### config.mk
export PLATFORM = sky130hd
export DESIGN_NAME = sshc_ctrl
export DESIGN_NICKNAME = d
export VERILOG_FILES = /design/src/shared/sshc_pkg.sv /design/src/rtl/sshc_sync3.sv /design/src/rtl/sshc_ctrl.sv
export VERILOG_INCLUDE_DIRS = /design/src /design/src/shared
export SDC_FILE = /design/constraint.sdc
export NUM_CORES = 1
export LEC_CHECK = 0
export BUFFER_PORTS_ARGS = -buffer_cell sky130_fd_sc_hd__buf_2
export CORE_ASPECT_RATIO = 1.25
export CORE_MARGIN = 1.5
export CORE_UTILIZATION = 52
export CTS_BUF_LIST = sky130_fd_sc_hd__clkbuf_8
export DETAILED_ROUTE_END_ITERATION = 7
export PLACE_DENSITY = 0.93
export SKIP_LAST_GASP = 1
export SLEW_MARGIN = 20
export SYNTH_ARGS = -nofsm -noshare
export SYNTH_HDL_FRONTEND = slang
export SYNTH_SLANG_ARGS = --single-unit
### constraint.sdc
create_clock -name mclk -period 4.6 [get_ports mclk]
set_input_delay 0.23 -clock mclk [delete_from_list [all_inputs] [get_ports mclk]]
set_output_delay 0.23 -clock mclk [all_outputs]
set_load 0.01 [all_outputs]
### src/shared/sshc_regs.svh
// Purpose: Register offsets, fields, resets and counts of the standby block
// Assumes: Included by its bare name
// Notes:   Definitions only
`ifndef SSHC_REGS_SVH
`define SSHC_REGS_SVH

// ------------------------------------------------------------
// Register byte offsets
// ------------------------------------------------------------
`define SSHC_OFS_CTRL     8'h00
`define SSHC_OFS_CMD      8'h04
`define SSHC_OFS_STATUS   8'h08

// ------------------------------------------------------------
// Field positions
// ------------------------------------------------------------
`define SSHC_CTRL_SRC_LSB 0
`define SSHC_CTRL_SEL_LSB 2
`define SSHC_CTRL_STOP_REQ 5
`define SSHC_CMD_STOP     0
`define SSHC_CMD_HALT     1
`define SSHC_ST_MODE_LSB  5
`define SSHC_ST_HS_EN     8
`define SSHC_ST_INT_EN    9

// ------------------------------------------------------------
// Clock source codes and reset values
// ------------------------------------------------------------
`define SSHC_SRC_HS       2'h0
`define SSHC_SRC_INT      2'h1
`define SSHC_SRC_SUB      2'h2
`define SSHC_SEL_RST      3'h4
`define SSHC_SEL_MAX      3'h4

// ------------------------------------------------------------
// Timing counts
// ------------------------------------------------------------
`define SSHC_STAB_BASE    13'h0100
`define SSHC_INT_WAIT     5'h11
`define SSHC_STAT_W       5

`endif

### src/shared/sshc_pkg.sv
// Purpose: Types of the standby block
// Assumes: Nothing
// Notes:   Constants live in sshc_regs.svh
`default_nettype none
package sshc_pkg;

  // ----------------------------------------------------------
  // Standby modes
  // ----------------------------------------------------------
  typedef enum logic [2:0] {
    MD_RUN, MD_HALT, MD_STOP, MD_OSCW, MD_STAB, MD_INTW
  } sshc_mode_e;

  // ----------------------------------------------------------
  // Synchroniser state
  // ----------------------------------------------------------
  typedef struct packed {
    logic f1;
    logic f2;
    logic f3;
    logic out;
  } sshc_sync_s;

  // ----------------------------------------------------------
  // Controller state
  // ----------------------------------------------------------
  typedef struct packed {
    sshc_mode_e  mode;
    logic [1:0]  cpu_src;
    logic [2:0]  sel;
    logic [2:0]  sel_lat;
    logic        stop_req;
    logic        hs_en;
    logic        int_en;
    logic [4:0]  stat;
    logic [12:0] cnt;
    logic        armed;
    logic [4:0]  ticks;
    logic        tick_prev;
    logic        dph_wr;
    logic [7:0]  dph_addr;
    logic [31:0] rdata;
  } sshc_state_s;

endpackage
`default_nettype wire

### src/rtl/sshc_sync3.sv
// Purpose: Three-flop synchroniser with agreement of the last two stages
// Assumes: Single mclk domain on the output side
// Notes:   Output changes once the second and third stages agree
`timescale 1ns/100ps
`default_nettype none
module sshc_sync3 (
  // Clock and reset
  input  wire logic mclk,
  input  wire logic rst_n,
  // Asynchronous input and its safe copy
  input  wire logic async_in,
  output logic      sync_out
);

  sshc_pkg::sshc_sync_s s_q;
  sshc_pkg::sshc_sync_s s_d;

  // Shift chain; first stage feeds only the second
  always_comb begin
    s_d     = s_q;
    s_d.f1  = async_in;
    s_d.f2  = s_q.f1;
    s_d.f3  = s_q.f2;
    if (s_q.f2 == s_q.f3) begin
      s_d.out = s_q.f3;
    end
  end

  // State register
  always_ff @(posedge mclk or negedge rst_n) begin
    if (!rst_n) begin
      s_q <= '0;
    end else begin
      s_q <= s_d;
    end
  end

  assign sync_out = s_q.out;

endmodule // sshc_sync3
`default_nettype wire

### src/rtl/sshc_ctrl.sv
// Purpose: STOP/HALT standby controller with stabilization timing
// Assumes: Internal oscillator far slower than mclk; AHB-Lite single slave
// Notes:
// Contract
// - STOP only from high-speed or internal clock; code refuses only the subsystem source, so source code 3 also enters STOP
// - HALT allowed from any clock source
// - STOP on internal clock stops high-speed oscillator
// - STOP never turns internal oscillator off
// - Internal clock: CPU waits 17 oscillator periods
// - Oscillator stop request needs stoppable option
// - Status bits fill from first bit, stay set
// - Counter counts only up to selected interval
// - Wait measured from oscillation start only
// - Pending interrupt turns STOP into HALT wait
//
// The register addresses and register access over AHB-Lite were left to the implementer.
`timescale 1ns/100ps
`default_nettype none
`include "sshc_regs.svh"
module sshc_ctrl (
  // Clock and reset
  input  wire logic        mclk,
  input  wire logic        rst_n,
  // AHB-Lite slave
  input  wire logic        hsel,
  input  wire logic [31:0] haddr,
  input  wire logic [1:0]  htrans,
  input  wire logic        hwrite,
  input  wire logic [2:0]  hsize,
  input  wire logic [31:0] hwdata,
  input  wire logic        hready,
  output logic             hreadyout,
  output logic             hresp,
  output logic [31:0]      hrdata,
  // System events and option
  input  wire logic        irq_pending,
  input  wire logic        wake_irq,
  input  wire logic        int_osc_stoppable,
  // Oscillator pins
  input  wire logic        hs_osc_ready_pin,
  input  wire logic        int_osc_clk_pin,
  // Standby outputs
  output logic             cpu_run,
  output logic             hs_osc_en,
  output logic             int_osc_en,
  output logic [4:0]       osc_stab_status_counter
);

  sshc_pkg::sshc_state_s s_q;
  sshc_pkg::sshc_state_s s_d;
  logic                  hs_ok;
  logic                  int_lvl;
  logic                  cmd_stop;
  logic                  cmd_halt;
  logic                  stop_entry;
  logic                  tick;
  logic [12:0]           thr_sel;

  // ----------------------------------------------------------
  // Pin synchronisers
  // ----------------------------------------------------------
  sshc_sync3 u_sync_hs (
    .mclk     (mclk),
    .rst_n    (rst_n),
    .async_in (hs_osc_ready_pin),
    .sync_out (hs_ok)
  );

  sshc_sync3 u_sync_int (
    .mclk     (mclk),
    .rst_n    (rst_n),
    .async_in (int_osc_clk_pin),
    .sync_out (int_lvl)
  );

  // ----------------------------------------------------------
  // Decodes
  // ----------------------------------------------------------
  // Commands act in the write data phase
  assign cmd_stop = s_q.dph_wr && (s_q.dph_addr == `SSHC_OFS_CMD)
                    && hwdata[`SSHC_CMD_STOP];
  assign cmd_halt = s_q.dph_wr && (s_q.dph_addr == `SSHC_OFS_CMD)
                    && hwdata[`SSHC_CMD_HALT];
  assign stop_entry = (s_q.mode == sshc_pkg::MD_RUN) && cmd_stop
                      && (s_q.cpu_src != `SSHC_SRC_SUB);
  assign tick       = int_lvl && !s_q.tick_prev;
  assign thr_sel    = `SSHC_STAB_BASE << s_q.sel_lat;

  // ----------------------------------------------------------
  // Next state
  // ----------------------------------------------------------
  always_comb begin
    s_d           = s_q;
    s_d.tick_prev = int_lvl;
    // Bus address phase capture
    s_d.dph_wr    = hsel && htrans[1] && hready && hwrite;
    s_d.dph_addr  = haddr[7:0];
    if (hsel && htrans[1] && hready && !hwrite) begin
      unique case (haddr[7:0])
        `SSHC_OFS_CTRL:   s_d.rdata = {26'h0, s_q.stop_req, s_q.sel,
                                       s_q.cpu_src};
        `SSHC_OFS_STATUS: s_d.rdata = {22'h0, s_q.int_en, s_q.hs_en,
                                       s_q.mode, s_q.stat};
        default:          s_d.rdata = 32'h0;
      endcase
    end
    // Control register write
    if (s_q.dph_wr && (s_q.dph_addr == `SSHC_OFS_CTRL)) begin
      s_d.cpu_src = hwdata[`SSHC_CTRL_SRC_LSB +: 2];
      s_d.sel     = (hwdata[`SSHC_CTRL_SEL_LSB +: 3] > `SSHC_SEL_MAX) ?
                    `SSHC_SEL_MAX : hwdata[`SSHC_CTRL_SEL_LSB +: 3];
      s_d.stop_req = hwdata[`SSHC_CTRL_STOP_REQ];
    end
    // Stop request only honoured when the option allows it
    s_d.int_en = !(s_d.stop_req && int_osc_stoppable);
    // Stabilization counter runs from oscillation start only
    if (s_q.armed && hs_ok && s_q.hs_en) begin
      if (s_q.cnt >= thr_sel) begin
        s_d.armed = 1'b0;
      end else begin
        s_d.cnt = s_q.cnt + 13'h0001;
      end
    end
    for (int k = 0; k < `SSHC_STAT_W; k++) begin
      if ((s_q.cnt >= (`SSHC_STAB_BASE << k)) && (k <= s_q.sel_lat)) begin
        s_d.stat[k] = 1'b1;
      end
    end
    // Mode sequencing
    unique case (s_q.mode)
      sshc_pkg::MD_RUN: begin
        if (stop_entry) begin
          s_d.stat    = '0;
          s_d.cnt     = '0;
          s_d.armed   = 1'b1;
          s_d.sel_lat = s_q.sel;
          if (irq_pending) begin
            s_d.mode = sshc_pkg::MD_STAB;
          end else begin
            s_d.mode  = sshc_pkg::MD_STOP;
            s_d.hs_en = 1'b0;
          end
        end else if (cmd_halt) begin
          s_d.mode = sshc_pkg::MD_HALT;
        end
      end
      sshc_pkg::MD_HALT: begin
        if (wake_irq) begin
          s_d.mode = sshc_pkg::MD_RUN;
        end
      end
      sshc_pkg::MD_STOP: begin
        if (wake_irq) begin
          s_d.hs_en = 1'b1;
          s_d.ticks = '0;
          s_d.mode  = (s_q.cpu_src == `SSHC_SRC_INT) ?
                      sshc_pkg::MD_INTW : sshc_pkg::MD_OSCW;
        end
      end
      sshc_pkg::MD_OSCW: begin
        if (hs_ok) begin
          s_d.mode = sshc_pkg::MD_STAB;
        end
      end
      sshc_pkg::MD_STAB: begin
        if (!s_q.armed) begin
          s_d.mode = sshc_pkg::MD_RUN;
        end
      end
      sshc_pkg::MD_INTW: begin
        if (s_q.ticks == `SSHC_INT_WAIT) begin
          s_d.mode = sshc_pkg::MD_RUN;
        end else if (tick) begin
          s_d.ticks = s_q.ticks + 5'h01;
        end
      end
      default: s_d.mode = sshc_pkg::MD_RUN;
    endcase
  end

  // ----------------------------------------------------------
  // State register
  // ----------------------------------------------------------
  always_ff @(posedge mclk or negedge rst_n) begin
    if (!rst_n) begin
      s_q         <= '0;
      s_q.mode    <= sshc_pkg::MD_RUN;
      s_q.sel     <= `SSHC_SEL_RST;
      s_q.sel_lat <= `SSHC_SEL_RST;
      s_q.hs_en   <= 1'b1;
      s_q.int_en  <= 1'b1;
      s_q.armed   <= 1'b1;
    end else begin
      s_q <= s_d;
    end
  end

  // ----------------------------------------------------------
  // Outputs
  // ----------------------------------------------------------
  assign hreadyout  = 1'b1; // Zero-wait slave
  assign hresp      = 1'b0; // Always OKAY
  assign hrdata     = s_q.rdata;
  assign cpu_run    = (s_q.mode == sshc_pkg::MD_RUN);
  assign hs_osc_en  = s_q.hs_en;
  assign int_osc_en = s_q.int_en;
  assign osc_stab_status_counter = s_q.stat;

  // ----------------------------------------------------------
  // Assertions
  // ----------------------------------------------------------
  property p_stop_src;
    @(posedge mclk) disable iff (!rst_n)
    (s_q.mode == sshc_pkg::MD_RUN && cmd_stop
     && s_q.cpu_src == `SSHC_SRC_SUB)
    |=> (s_q.mode != sshc_pkg::MD_STOP && s_q.mode != sshc_pkg::MD_STAB);
  endproperty
  a_stop_src: assert property (p_stop_src)
    else $error("STOP entered from subsystem clock");

  property p_halt_any;
    @(posedge mclk) disable iff (!rst_n)
    (s_q.mode == sshc_pkg::MD_RUN && cmd_halt && !cmd_stop)
    |=> (s_q.mode == sshc_pkg::MD_HALT);
  endproperty
  a_halt_any: assert property (p_halt_any)
    else $error("HALT command not taken");

  property p_stop_hs_off;
    @(posedge mclk) disable iff (!rst_n)
    (s_q.mode == sshc_pkg::MD_STOP) |-> !hs_osc_en;
  endproperty
  a_stop_hs_off: assert property (p_stop_hs_off)
    else $error("High-speed oscillator running in STOP");

  property p_stop_keeps_int;
    @(posedge mclk) disable iff (!rst_n)
    (stop_entry && int_osc_en && $stable(int_osc_stoppable)) |=> int_osc_en;
  endproperty
  a_stop_keeps_int: assert property (p_stop_keeps_int)
    else $error("STOP entry stopped internal oscillator");

  property p_int_wait;
    @(posedge mclk) disable iff (!rst_n)
    (s_q.mode == sshc_pkg::MD_INTW && s_d.mode == sshc_pkg::MD_RUN)
    |-> (s_q.ticks == 5'h11);
  endproperty
  a_int_wait: assert property (p_int_wait)
    else $error("Resumed before 17 oscillator periods");

  property p_option;
    @(posedge mclk) disable iff (!rst_n)
    !int_osc_stoppable |=> int_osc_en;
  endproperty
  a_option: assert property (p_option)
    else $error("Internal oscillator stopped without option");

  property p_fill;
    @(posedge mclk) disable iff (!rst_n)
    ((s_q.stat & (s_q.stat + 5'h01)) == 5'h00)
    && ($past(stop_entry) || ((s_q.stat & $past(s_q.stat)) == $past(s_q.stat)));
  endproperty
  a_fill: assert property (p_fill)
    else $error("Status bits not filling in order");

  property p_bound;
    @(posedge mclk) disable iff (!rst_n)
    (s_q.stat >> (s_q.sel_lat + 3'h1)) == 5'h00;
  endproperty
  a_bound: assert property (p_bound)
    else $error("Status beyond selected interval");

  property p_no_osc_no_count;
    @(posedge mclk) disable iff (!rst_n)
    (!hs_ok && !stop_entry) |=> (s_q.cnt == $past(s_q.cnt));
  endproperty
  a_no_osc_no_count: assert property (p_no_osc_no_count)
    else $error("Counting before oscillation start");

  property p_pending;
    @(posedge mclk) disable iff (!rst_n)
    (stop_entry && irq_pending) |=> (s_q.mode == sshc_pkg::MD_STAB) && hs_osc_en;
  endproperty
  a_pending: assert property (p_pending)
    else $error("Pending interrupt did not fall back to HALT wait");

  property p_clear;
    @(posedge mclk) disable iff (!rst_n)
    stop_entry |=> (s_q.stat == 5'h00);
  endproperty
  a_clear: assert property (p_clear)
    else $error("Status not cleared at STOP entry");

  // Main scenarios
  c_stop_hs: cover property (@(posedge mclk) disable iff (!rst_n)
    s_q.mode == sshc_pkg::MD_OSCW ##[1:20] s_q.mode == sshc_pkg::MD_STAB);
  c_stop_int: cover property (@(posedge mclk) disable iff (!rst_n)
    s_q.mode == sshc_pkg::MD_INTW ##1 s_q.mode == sshc_pkg::MD_INTW);
  c_halt: cover property (@(posedge mclk) disable iff (!rst_n)
    s_q.mode == sshc_pkg::MD_HALT ##1 s_q.mode == sshc_pkg::MD_RUN);

endmodule // sshc_ctrl
`default_nettype wire

==> results.md <==
* Status: finished, final reports clean
* Total power per unit cell area at 335.0 nW/µm²
* Bufs and invs on worst path at 0
* Fin Clk Skew at 0.007716 ns
* Post-synth top cells: dfrtp_1, buf_4, nor2_1, nand2_1, xnor2_1
* Crit path cell chain: or3b_2 > ha_1 > o211ai_1 > a21oi_2 > nor2_1 > a211o_1
* Yosys reg bits at 66
* Fmax at 414.4 MHz
* Most common cell in the netlist: dfrtp_1
* Multi-input gate area at 1396 µm²
* P&R area growth vs syn at 8.383%
* Hold Crit Class: input pin to flip-flop
* Core Util, Final at 0.5839
* Post-synth EDFFs at 0
* Startpoint Class: flip-flop
* DR vias at 2251
* Post-route setup TNS at 0 ns
* Worst Path Arrival at 2.68 ns
* H-Tree Depth at 3
* Setup Viol. Count Final at 0
* Detailed-route DRC error count at 0
* Routability cong. at 0.8861
* Leak pwr at 1.749 nW
* Layout cell share with drive strength beyond 1 at 0.2161
* CP Capture Type: flip-flop
* Pre-CTS setup slack at 2.196 ns
* Cts bufs inserted at 9
* Area of the die at 6922 µm²
* Antenna diodes at 0
* Syn Std Cell Area at 3343 µm²
* Yosys warning count at 0
* Fin nets at 431
* Post-synth cell types at 56
* Gates resized, CTS repair at 0
* Post-synth top area cell: dfrtp_1
* Die height at 92.65 µm
* Synth top area share at 0.4566
* VDD IR-drop max at 0.1309 mV
* Max_slew headroom at 0.4723
* Clock-pin slew on the worst setup and hold paths at 0.07 ns
* Chip Width at 74.72 µm
* DRT Wirelength at 6097 µm
* Clock buffer depth at 2
* # port buffers at 42
* Async S/R FF share, synth at 1.000
* First-pass DRT Iterations at 4
* Clock Sinks at 66
* Post-Layout Inst Area at 3623 µm²
* Slowest-stage cell, CP: a21oi_2
* Worst-skew pair later-pin latency at 0.34 ns
* Worst setup path category: flip-flop to flip-flop
* Antenna violations before repair at 0
* Vias per Instance at 5.211
* Final period util at 0.5247
* Area after DPL at 3408 µm²
* Grt total ovfl at 0
* Via count of the first global-routing pass at 2203
* Mapped Avg Cell Area at 10.75 µm²
* Total power at 1.214 mW
* CP max stage delay at 0.51 ns
* Seq/Total Area, Yosys at 0.4959
* Critical path peak fanout at 14
* I/O Pins at 121
* Hold Vio Cnt, Final at 0
* Max-Cap Viols at 0
* PnR worst setup slack at 2.187 ns
* First-pass GRT wire length at 9956 µm
* CORE AREA at 6206 µm²
* DR WL/cell at 14.11 µm
* HPWL Detailed at 4282 µm
* Slew @ Worst Pin at 0.7915 ns
* Family with the most delay on the worst path: compound AO/OA/AOI/OAI gates
* Synth area leaders: dfrtp_1, buf_4, dfstp_2
* Register Area at 1658 µm²
* Clock root buffer: clkbuf_8
* DRT iter0 DRCs at 177
* Gate count of the mapped netlist at 311
* Req. time, crit path at 4.87 ns
* Slew Viols, Final at 0
* Pin count of the biggest net entering global routing at 67
* # fillers at 512
* Standard-cell rows at 32
* Initial Util at 0.5387
* TritonCTS clock tree: built
* Detail Route Antenna Nets at 0
* Tmin final at 2.413 ns
* Prevailing post-synth register cell: dfrtp_1
* RSZ-0062 raised after global routing: false
* Global-route usage over all layers at 0.1923
layer usage:
layer,up-vias,part of all wire,GRT usage
met4,0,0.017,0.1000
met2,60,0.52,0.3251
li1,1071,-,-
met5,-,0,0
met1,1109,0.42,0.2234
met3,11,0.043,0.04135
timing repair:
item                      in CTS  in global routing
hold buffers                   3                  0
buffers inserted               0                  0
hold endpoints to repair       3                  0
stage by stage:
| step | std cells | hold slack [ns] |
|---|---|---|
| 3_5_place_dp | 414 | 0.3347 |
| 4_1_cts | 432 | 0.004724 |
| 6_report | 432 | 0.01732 |
| 5_1_grt | 432 | 0.009231 |
| 3_3_place_gp | 414 | 0.3329 |
| 2_1_floorplan | 333 | -0.06559 |
worst paths after layout:
path / start / end / slack [ns] / cells after the start
worst max-delay path: s_q[69]$_DFFE_PN0P_ / s_q[47]$_DFF_PN1_ / 2.19 / 6
worst min-delay path: haddr[1] / s_q[33]$_DFF_PN0_ / 0.02 / 1
worst max register to register: s_q[69]$_DFFE_PN0P_ / s_q[47]$_DFF_PN1_ / 2.19 / 6
min in group asynchronous: rst_n / s_q[53]$_DFF_PN0_ / 0.07 / 2
max in group asynchronous: rst_n / osc_stab_status_counter[3]$_DFF_PN0_ / 4.02 / 2
worst min register to register: u_sync_hs.s_d[2]$_DFF_PN0_ / u_sync_hs.s_d[1]$_DFF_PN0_ / 0.35 / 0
cells in the final DEF, fill, tap and decap left out, types with 2 or more instances in the layout:
cell type / Yosys / routed
clkinv_2: 0 / 2
o211ai_1: 2 / 2
and4b_1: 2 / 2
nor2_1: 32 / 32
nand2b_1: 3 / 3
and2_1: 2 / 2
nor3_1: 9 / 9
mux2_1: 4 / 4
xor2_1: 3 / 3
xnor2_1: 11 / 11
mux2i_1: 7 / 7
buf_2: 3 / 42
inv_1: 8 / 10
o21ai_0: 7 / 7
and4_1: 4 / 4
a21oi_1: 9 / 9
nand4_2: 2 / 2
conb_1: 2 / 24
or3_1: 2 / 2
dfrtp_1: 61 / 61
a22o_1: 4 / 4
o21ai_1: 9 / 9
nor4_1: 2 / 2
nand2_1: 26 / 26
nand4_1: 4 / 4
nor4b_2: 3 / 3
ha_1: 9 / 9
dfstp_2: 5 / 5
nor3b_1: 2 / 2
nand3b_1: 5 / 5
maj3_1: 2 / 2
dlygate4sd3_1: 0 / 3
clkbuf_8: 0 / 10
sequential cells by signal (all words and copies together), names as in the netlist:
| name | cells |
|---|---|
| osc_stab_status_counter | 5 |
| u_sync_hs.sync_out | 1 |
| u_sync_int.sync_out | 1 |
| hrdata | 10 |
| u_sync_hs.s_q | 1 |
| u_sync_int.s_d | 2 |
| u_sync_int.s_q | 1 |
| u_sync_hs.s_d | 2 |
| s_q | 41 |
| int_osc_en | 1 |
| hs_osc_en | 1 |
power by group:
part / switching (mW) / internal [mW]
clock: 0.204 / 0.256
sequential: 0.0347 / 0.599
combinational: 0.0660 / 0.0541
total: 0.304 / 0.910
area by class of cell:
cell class / count / share of cell area
Multi-Input combinational cell: 212 / 0.3854
Sequential cell: 66 / 0.4575
Clock buffer: 10 / 0.03798
Tap cell: 85 / 0.02935
Clock inverter: 5 / 0.01312
Timing Repair Buffer: 46 / 0.06837
Inverter: 8 / 0.008287
cells by family after synthesis:
family	share of synthesized area
multiplexers	0.03892
other	0.002246
XOR/XNOR	0.03668
buffers and inverters	0.1112
adder cells (fa/ha/maj)	0.03967
AO/OA/AOI/OAI	0.07747
AND/OR/NAND/NOR	0.1980
flip-flops	0.4959
Note: power is estimated with default switching activity, not from simulation.
